File: config.mk
export PLATFORM = sky130hd
export DESIGN_NAME = csd_top
export DESIGN_NICKNAME = d
export VERILOG_FILES = /design/src/rtl/csd_pkg.sv /design/src/rtl/csd_top.sv /design/src/rtl/csd_sync.sv
export SDC_FILE = /design/constraint.sdc
export NUM_CORES = 1
export LEC_CHECK = 0
export ABC_AREA = 1
export ABC_CLOCK_PERIOD_IN_PS = 1510
export CAP_MARGIN = 10
export CORE_UTILIZATION = 61
export CTS_BUF_LIST = sky130_fd_sc_hd__clkbuf_4 sky130_fd_sc_hd__clkbuf_8 sky130_fd_sc_hd__clkbuf_16
export CTS_CLUSTER_DIAMETER = 200
export DETAILED_ROUTE_END_ITERATION = 7
export DONT_BUFFER_PORTS = 1
export MAX_ROUTING_LAYER = met4
export PLACE_DENSITY = 0.77
export SLEW_MARGIN = 30
export SYNTH_ARGS = -nofsm -noshare
export SYNTH_HDL_FRONTEND = slang
export SYNTH_SLANG_ARGS = --single-unit
File: constraint.sdc
create_clock -name mclk -period 1.51 [get_ports mclk]
set_clock_uncertainty 0.1 [all_clocks]
set_input_delay 0.151 -clock mclk [delete_from_list [all_inputs] [get_ports mclk]]
set_output_delay 0.151 -clock mclk [all_outputs]
set_load 0.01 [all_outputs]
File: src/rtl/csd_pkg.sv
// Package for the core sideband control drive block.
// Assumes a single clock mclk and a synchronous active-high reset.
package csd_pkg;

    // ------------------------------------------------------------
    // Register map
    // ------------------------------------------------------------
    localparam logic [3:0] CSD_CTRL_OFS = 4'h0;
    localparam logic [3:0] CSD_TEST_OFS = 4'h4;
    localparam logic [3:0] CSD_STAT_OFS = 4'h8;

    // Control register bit positions
    localparam int CSD_CTRL_DATA_EN_BIT = 0;
    localparam int CSD_CTRL_WDE_BIT = 1;
    localparam int CSD_CTRL_DEBUG_EN_BIT = 2;
    localparam int CSD_CTRL_DEBUG_REQ_BIT = 3;
    localparam int CSD_CTRL_EXT0_BIT = 4;
    localparam int CSD_CTRL_EXT1_BIT = 5;
    localparam int CSD_CTRL_IRQ_SYNC_BIT = 6;
    localparam int CSD_CTRL_FLOAT_EN_BIT = 7;

    // Test register bit positions
    localparam int CSD_TEST_PORT_RST_BIT = 0;
    localparam int CSD_TEST_TCK_BIT = 1;
    localparam int CSD_TEST_TDI_BIT = 2;
    localparam int CSD_TEST_TMS_BIT = 3;
    localparam int CSD_TEST_SCAN_BIT = 4;

    // Reset values: buses enabled, debug on, synchronous interrupts, test port held in reset
    localparam logic [7:0] CSD_CTRL_RST = 8'hc5;
    localparam logic [4:0] CSD_TEST_RST = 5'h00;

    // Coprocessor handshake after a strobe: the attached unit is ready this many cycles later
    localparam int CSD_CP_READY_CYC = 2;

    // Members run from the top bit down, so a cast of a register word lands each bit on its field
    typedef struct packed {
        logic test_float_en;
        logic irq_sync_select;
        logic ext_watch_cond1;
        logic ext_watch_cond0;
        logic debug_entry_request;
        logic debug_feature_en;
        logic write_drive_en_n;
        logic data_bus_drive_en;
    } csd_ctrl_t;

    typedef struct packed {
        logic ext_scan_return;
        logic test_mode_select;
        logic test_data_in;
        logic test_clock;
        logic test_port_reset_n;
    } csd_test_t;

    typedef enum logic [2:0] {
        CSD_CP_IDLE = 3'b001,
        CSD_CP_WAIT = 3'b010,
        CSD_CP_GO = 3'b100
    } csd_cp_state_t;

endpackage

File: src/rtl/csd_top.sv
// Core sideband control drive: drives the processor core's sideband inputs.
// Assumes the core samples these levels on mclk; the register port is on the same clock.
//
// Overview of operation
// - Coprocessor absent goes low only when the attached coprocessor can serve the request.
// - Coprocessor wait is high until the coprocessor is ready, then low.
// - Data bus drive enable must be high for write data to appear.
// - Debug feature enable is static; high lets breakpoint logic work.
// - Interrupt sync select high when both irq lines are synchronous, else low.
// - Write drive enable low lets core drive data during writes.
// - Test port reset is held low for normal core operation.
// - External scan return is tied low when no external chain is attached.
// - Test float enable stays high in normal operation; low floats core outputs.
//
// Added by the designer: the address map and the plain strobed port.
`timescale 1ns/1ps
module csd_top (
    input wire logic mclk,
    input wire logic sys_rst,
    input wire logic [3:0] reg_addr,
    input wire logic [31:0] reg_wdata,
    input wire logic reg_wr,
    input wire logic reg_rd,
    output logic [31:0] reg_rdata,
    input wire logic coproc_instr_strobe_n,
    input wire logic coproc_attached,
    input wire logic coproc_capable,
    input wire logic ext_chain_attached,
    input wire logic ext_scan_data,
    input wire logic core_running,
    output logic coproc_absent,
    output logic coproc_wait,
    output logic data_bus_drive_en,
    output logic write_drive_en_n,
    output logic debug_feature_en,
    output logic debug_entry_request,
    output logic ext_watch_cond0,
    output logic ext_watch_cond1,
    output logic irq_sync_select,
    output logic test_float_en,
    output logic test_port_reset_n,
    output logic test_clock,
    output logic test_data_in,
    output logic test_mode_select,
    output logic ext_scan_return
);
    // ------------------------------------------------------------
    // Pin inputs
    // ------------------------------------------------------------
    logic [4:0] pins_sync;
    logic strobe_n_s;
    logic cp_attached_s;
    logic cp_capable_s;
    logic chain_s;
    logic scan_s;

    // Scan data arrives on the external chain's own timing, so it is synchronised like the other pins
    csd_sync #(.WIDTH(5), .INIT(5'h10)) u_sync (
        .mclk(mclk),
        .sys_rst(sys_rst),
        .pin_in({coproc_instr_strobe_n, coproc_attached, coproc_capable, ext_chain_attached, ext_scan_data}),
        .sync_out(pins_sync)
    );
    assign strobe_n_s = pins_sync[4];
    assign cp_attached_s = pins_sync[3];
    assign cp_capable_s = pins_sync[2];
    assign chain_s = pins_sync[1];
    assign scan_s = pins_sync[0];

    // ------------------------------------------------------------
    // Registers
    // ------------------------------------------------------------
    csd_pkg::csd_ctrl_t ctrl_reg;
    csd_pkg::csd_ctrl_t ctrl_next;
    csd_pkg::csd_test_t test_reg;
    csd_pkg::csd_test_t test_next;
    logic [31:0] rdata_next;
    logic sel_ctrl;
    logic sel_test;
    logic sel_stat;
    logic static_lock;

    assign sel_ctrl = reg_addr == csd_pkg::CSD_CTRL_OFS;
    assign sel_test = reg_addr == csd_pkg::CSD_TEST_OFS;
    assign sel_stat = reg_addr == csd_pkg::CSD_STAT_OFS;
    // Static settings are frozen while the core runs; only dynamic bits accept writes then
    assign static_lock = core_running;

    always_comb begin
        ctrl_next = ctrl_reg;
        if (reg_wr && sel_ctrl) begin
            // Dynamic bits: always writable
            ctrl_next.data_bus_drive_en = reg_wdata[csd_pkg::CSD_CTRL_DATA_EN_BIT];
            ctrl_next.write_drive_en_n = reg_wdata[csd_pkg::CSD_CTRL_WDE_BIT];
            ctrl_next.debug_entry_request = reg_wdata[csd_pkg::CSD_CTRL_DEBUG_REQ_BIT];
            ctrl_next.ext_watch_cond0 = reg_wdata[csd_pkg::CSD_CTRL_EXT0_BIT];
            ctrl_next.ext_watch_cond1 = reg_wdata[csd_pkg::CSD_CTRL_EXT1_BIT];
            if (!static_lock) begin
                ctrl_next.debug_feature_en = reg_wdata[csd_pkg::CSD_CTRL_DEBUG_EN_BIT];
                ctrl_next.irq_sync_select = reg_wdata[csd_pkg::CSD_CTRL_IRQ_SYNC_BIT];
                ctrl_next.test_float_en = reg_wdata[csd_pkg::CSD_CTRL_FLOAT_EN_BIT];
            end
        end
    end

    always_comb begin
        test_next = test_reg;
        if (reg_wr && sel_test) begin
            test_next.test_port_reset_n = reg_wdata[csd_pkg::CSD_TEST_PORT_RST_BIT];
            test_next.test_clock = reg_wdata[csd_pkg::CSD_TEST_TCK_BIT];
            test_next.test_data_in = reg_wdata[csd_pkg::CSD_TEST_TDI_BIT];
            test_next.test_mode_select = reg_wdata[csd_pkg::CSD_TEST_TMS_BIT];
        end
        // Scan return follows the chain only when one is attached, otherwise tied low
        test_next.ext_scan_return = chain_s & scan_s;
    end

    // ------------------------------------------------------------
    // Coprocessor handshake
    // ------------------------------------------------------------
    csd_pkg::csd_cp_state_t cp_reg;
    csd_pkg::csd_cp_state_t cp_next;
    logic [1:0] cp_cnt_reg;
    logic [1:0] cp_cnt_next;
    logic can_serve;
    logic absent_next;
    logic wait_next;

    assign can_serve = cp_attached_s & cp_capable_s;

    always_comb begin
        cp_next = cp_reg;
        cp_cnt_next = cp_cnt_reg;
        unique case (cp_reg)
            csd_pkg::CSD_CP_IDLE: begin
                if (!strobe_n_s && can_serve) begin
                    cp_next = csd_pkg::CSD_CP_WAIT;
                    cp_cnt_next = 2'(csd_pkg::CSD_CP_READY_CYC - 1);
                end
            end
            csd_pkg::CSD_CP_WAIT: begin
                if (strobe_n_s || !can_serve) begin
                    cp_next = csd_pkg::CSD_CP_IDLE;
                end else if (cp_cnt_reg == 2'h0) begin
                    cp_next = csd_pkg::CSD_CP_GO;
                end else begin
                    cp_cnt_next = cp_cnt_reg - 2'h1;
                end
            end
            csd_pkg::CSD_CP_GO: begin
                if (strobe_n_s || !can_serve) begin
                    cp_next = csd_pkg::CSD_CP_IDLE;
                end
            end
            default: cp_next = csd_pkg::CSD_CP_IDLE;
        endcase
    end

    // Absent low only while a capable coprocessor is attached and asked
    assign absent_next = !(can_serve && !strobe_n_s);
    // Wait stays high until the coprocessor reaches its ready state; the core
    // samples it every cycle the strobe is low, so it must be valid then
    assign wait_next = cp_next != csd_pkg::CSD_CP_GO;

    always_ff @(posedge mclk) begin
        if (sys_rst) begin
            ctrl_reg <= csd_pkg::csd_ctrl_t'(csd_pkg::CSD_CTRL_RST);
            test_reg <= csd_pkg::csd_test_t'(csd_pkg::CSD_TEST_RST);
            cp_reg <= csd_pkg::CSD_CP_IDLE;
            cp_cnt_reg <= 2'h0;
            coproc_absent <= 1'b1;
            coproc_wait <= 1'b1;
            reg_rdata <= 32'h0;
        end else begin
            ctrl_reg <= ctrl_next;
            test_reg <= test_next;
            cp_reg <= cp_next;
            cp_cnt_reg <= cp_cnt_next;
            coproc_absent <= absent_next;
            coproc_wait <= wait_next;
            reg_rdata <= rdata_next;
        end
    end

    // ------------------------------------------------------------
    // Read back
    // ------------------------------------------------------------
    logic [31:0] rd_ctrl;
    logic [31:0] rd_test;
    logic [31:0] rd_stat;

    assign rd_ctrl = {24'h0, ctrl_reg.test_float_en, ctrl_reg.irq_sync_select, ctrl_reg.ext_watch_cond1,
                      ctrl_reg.ext_watch_cond0, ctrl_reg.debug_entry_request, ctrl_reg.debug_feature_en,
                      ctrl_reg.write_drive_en_n, ctrl_reg.data_bus_drive_en};
    assign rd_test = {27'h0, test_reg.ext_scan_return, test_reg.test_mode_select, test_reg.test_data_in,
                      test_reg.test_clock, test_reg.test_port_reset_n};
    assign rd_stat = {25'h0, static_lock, coproc_wait, coproc_absent, cp_reg, chain_s};
    // Unmapped addresses read zero
    assign rdata_next = !reg_rd ? 32'h0 :
                        sel_ctrl ? rd_ctrl :
                        sel_test ? rd_test :
                        sel_stat ? rd_stat : 32'h0;

    // ------------------------------------------------------------
    // Outputs (all registered)
    // ------------------------------------------------------------
    assign data_bus_drive_en = ctrl_reg.data_bus_drive_en;
    assign write_drive_en_n = ctrl_reg.write_drive_en_n;
    assign debug_feature_en = ctrl_reg.debug_feature_en;
    assign debug_entry_request = ctrl_reg.debug_entry_request;
    assign ext_watch_cond0 = ctrl_reg.ext_watch_cond0;
    assign ext_watch_cond1 = ctrl_reg.ext_watch_cond1;
    assign irq_sync_select = ctrl_reg.irq_sync_select;
    assign test_float_en = ctrl_reg.test_float_en;
    assign test_port_reset_n = test_reg.test_port_reset_n;
    assign test_clock = test_reg.test_clock;
    assign test_data_in = test_reg.test_data_in;
    assign test_mode_select = test_reg.test_mode_select;
    assign ext_scan_return = test_reg.ext_scan_return;
endmodule

File: src/rtl/csd_sync.sv
// Three-stage pin synchroniser; output changes when stages two and three agree.
// Assumes the input is asynchronous to mclk.
`timescale 1ns/1ps
module csd_sync #(
    parameter int WIDTH = 1,
    parameter logic [WIDTH-1:0] INIT = '0
) (
    input wire logic mclk,
    input wire logic sys_rst,
    input wire logic [WIDTH-1:0] pin_in,
    output logic [WIDTH-1:0] sync_out
);
    logic [WIDTH-1:0] s1_reg;
    logic [WIDTH-1:0] s2_reg;
    logic [WIDTH-1:0] s3_reg;
    logic [WIDTH-1:0] out_next;

    // Per bit: take the new value only once two stages agree
    assign out_next = (s2_reg & s3_reg) | (sync_out & (s2_reg | s3_reg));

    always_ff @(posedge mclk) begin
        if (sys_rst) begin
            s1_reg <= INIT;
            s2_reg <= INIT;
            s3_reg <= INIT;
            sync_out <= INIT;
        end else begin
            s1_reg <= pin_in;
            s2_reg <= s1_reg;
            s3_reg <= s2_reg;
            sync_out <= out_next;
        end
    end
endmodule

==> results.cfg <==
[status]
status = finished, violations left
violations = negative setup slack

[synthesis]
synth_cell_types = 24
async_flop_share_pct = 0
synth-seq-cells = 48
synthTopCellsByArea = dfxtp_1 (50%), buf_4 (9.4%), nor2_1 (7.6%), nand2_1 (6.6%), inv_1 (5.9%)
synth_xor_area_share_pct = 0
yosys-top-cells-count = dfxtp_1 (48), nor2_1 (39), nand2_1 (34), inv_1 (30), buf_4 (24)
yosysSeqAreaShare_pct = 50.0
yosys_warnings = 0
avgSynthCellArea_um2 = 7.88
synth_compound_area_share_pct = 10.1
synth_most_common_cell = dfxtp_1
muxShareOfSynthArea_pct = 0
synthSimpleGateAreaFrac_pct = 22.3
synth_top_family_by_area = simple AND/OR/NAND/NOR gates
synth_edf_count = 0
synthAdderAreaFrac_pct = 0.651
ys.flop_type = dfxtp_1
synthesis.area_mm2 = 0.00192
synth_top_area_share_pct = 50.0
synth_top_area_cell = dfxtp_1
syn_inst = 244

[placed_design]
place_hpwl_mm = 2.23
port_buffers = 0
gp_congestion = 0.782
dp.cells = 285

[cells_and_area]
fin_cells = 338
final_util_pct = 80.1
regMostFlops = reg_rdata
largest_reg_flops = 8
antenna_cells = 0
fill_cells = 187
nets = 340
drive_above_1_share_pct = 9.52
area_growth_pct = 26.1

[cts]
cts_tree = yes
clkTransAtPathRegs_ps = 150
h-tree-depth = 2
clock_sinks = 48
cts_root_buf = clkbuf_4
cts_setup_buffers = 0
clk_latency_ps = 370
cts_made_buffers = 5
clk_path_buf_depth = 2

[worst_setup_path]
cp-start-kind = input port
slowest_delay_ps = 570
cp_slowest_cell = dlygate4sd3_1
cp_cell_sequence = dlygate4sd3_1 > nand2_1 > nor2_2 > dlygate4sd3_1 > nand2_1 > a21oi_1
critPathCaptureType = flop
critPathKind = in2reg
required_ps = 1710
crit-reg2reg-launch = test_clock
worstSetupStartpoint = reg_addr[3]
path_max_fanout = 4
crit_arrival_ps = 1730

[global_routing]
grt_pass1_vias = 1556
grtUsageTotal_pct = 30.8
grt_overflow = 0
grt_pass1_wl_mm = 7.19
grt_antenna_before_repair = 0
grt_max_degree = 16

[timing]
finalCriticalPeriod_ps = 1530
rsz0062_at_grt = yes
setup_viol = 2
post-route-period-util_pct = 101
fmax_ghz = 0.653
finalHoldViolCount = 0
worst_slack_ps = -21.5
slew_violations = 0

[floorplanning]
ios = 93
rows = 20
die_area_mm2 = 0.00338
coreArea_mm2 = 0.00303
start_util_pct = 63.5
die_y_um = 58.2
die_w_um = 58.2

[drt]
first_pass_iters = 4
initialDrtViolationCount = 144
vias = 1662
wire_per_inst_um = 13.8
totalWireLength_mm = 4.67
drc_errors = 0
ant_nets = 0
via_per_inst = 4.92

[power]
p_leak_uw = 0.00108
ir_worst_vdd_uv = 1070
power.density_mw_per_mm2 = 931

[min_path]
hold_start = reg_addr[0]
hold_path_class = in2reg

[run]
drv_cap = 0
==> cells in the final DEF, fill, tap and decap left out, types with 2 or more instances in the layout <==
master and n:
nand2_1 33, o21ai_0 19, inv_2 3, nand2_2 4
nor2_4 2, clkinvlp_4 2, inv_1 29, nor2_2 2
conb_1 24, dfxtp_1 47, dlygate4sd3_1 43, or2_2 3
nor2_1 38, nand3_1 10, dlymetal6s4s_1 2, clkbuf_4 5
a21oi_1 16
==> cell families after synthesis <==
logic type / count (synthesis)
buf+inv: 60
simple gates: 96
compound gates: 38
flops: 48
fa+ha+maj: 1
other cells: 1
==> power by group <==
part | internal (µW) | total (µW) | switching (µW)
combinational | 76.1 | 180 | 104
sequential | 1290 | 1310 | 19.2
clock | 346 | 765 | 419
total | 1710 | 2260 | 543
==> through the flow <==
stage / power [µW] / hold slack (ps) / area (µm²) / TNS [ps] / worst slack (ps)
after CTS: 2240 / 19.1 / 2400 / 0 / 6.99
after detailed placement: 1440 / 124 / 1870 / 0 / 291
after global routing: 2350 / 66.0 / 2420 / -177 / -60.8
after global placement: 1440 / 124 / 1870 / 0 / 275
final: 2260 / 43.4 / 2420 / -30.9 / -21.5
after floorplan: 1480 / 155 / 2010 / 0 / 378
==> worst paths after layout <==
| path | cells after the start | slack, ps | endpoint |
|---|---|---|---|
| setup reg to reg | 3 | 10 | reg_rdata[1] |
| hold / removal | 5 | 40 | reg_rdata[3] |
| hold reg to reg | 1 | 330 | u_sync.s2_reg[4] |
| setup / recovery | 6 | -20 | reg_rdata[5] |
==> layout make-up <==
| cell class | instances | area (µm²) | share of cell area [%] |
|---|---|---|---|
| Tap cell | 44 | 55.1 | 2.27 |
| Clock buffer | 5 | 37.5 | 1.55 |
| Sequential cell | 48 | 962 | 39.7 |
| Inverter | 33 | 128 | 5.26 |
| Timing Repair Buffer | 46 | 463 | 19.1 |
| Multi-Input combinational cell | 159 | 737 | 30.4 |
| Clock inverter | 3 | 42.5 | 1.75 |
==> worst max-delay path, delay by kind of cell <==
kind                   cells  cell delay (ps)
buffers and inverters      2             1130
AND/OR/NAND/NOR            3              280
AO/OA/AOI/OAI              1              170
==> metal layers <==
layer	share of wire (%)	global-route usage, %	wire (µm)	vias to the layer above
met2	51	49.3	2380	98
met1	38	32.8	1770	736
li1	-	-	-	808
met4	4.2	18.7	195	0
met5	0	-	0	-
met3	6.9	10.3	324	20
==> repair_timing <==
action | in CTS | in global routing
hold endpoints to repair | 40 | 0
hold buffers | 45 | 0
resized for setup | 0 | 8
setup endpoints to repair | 0 | 15
(Power assumes the default switching activity.)
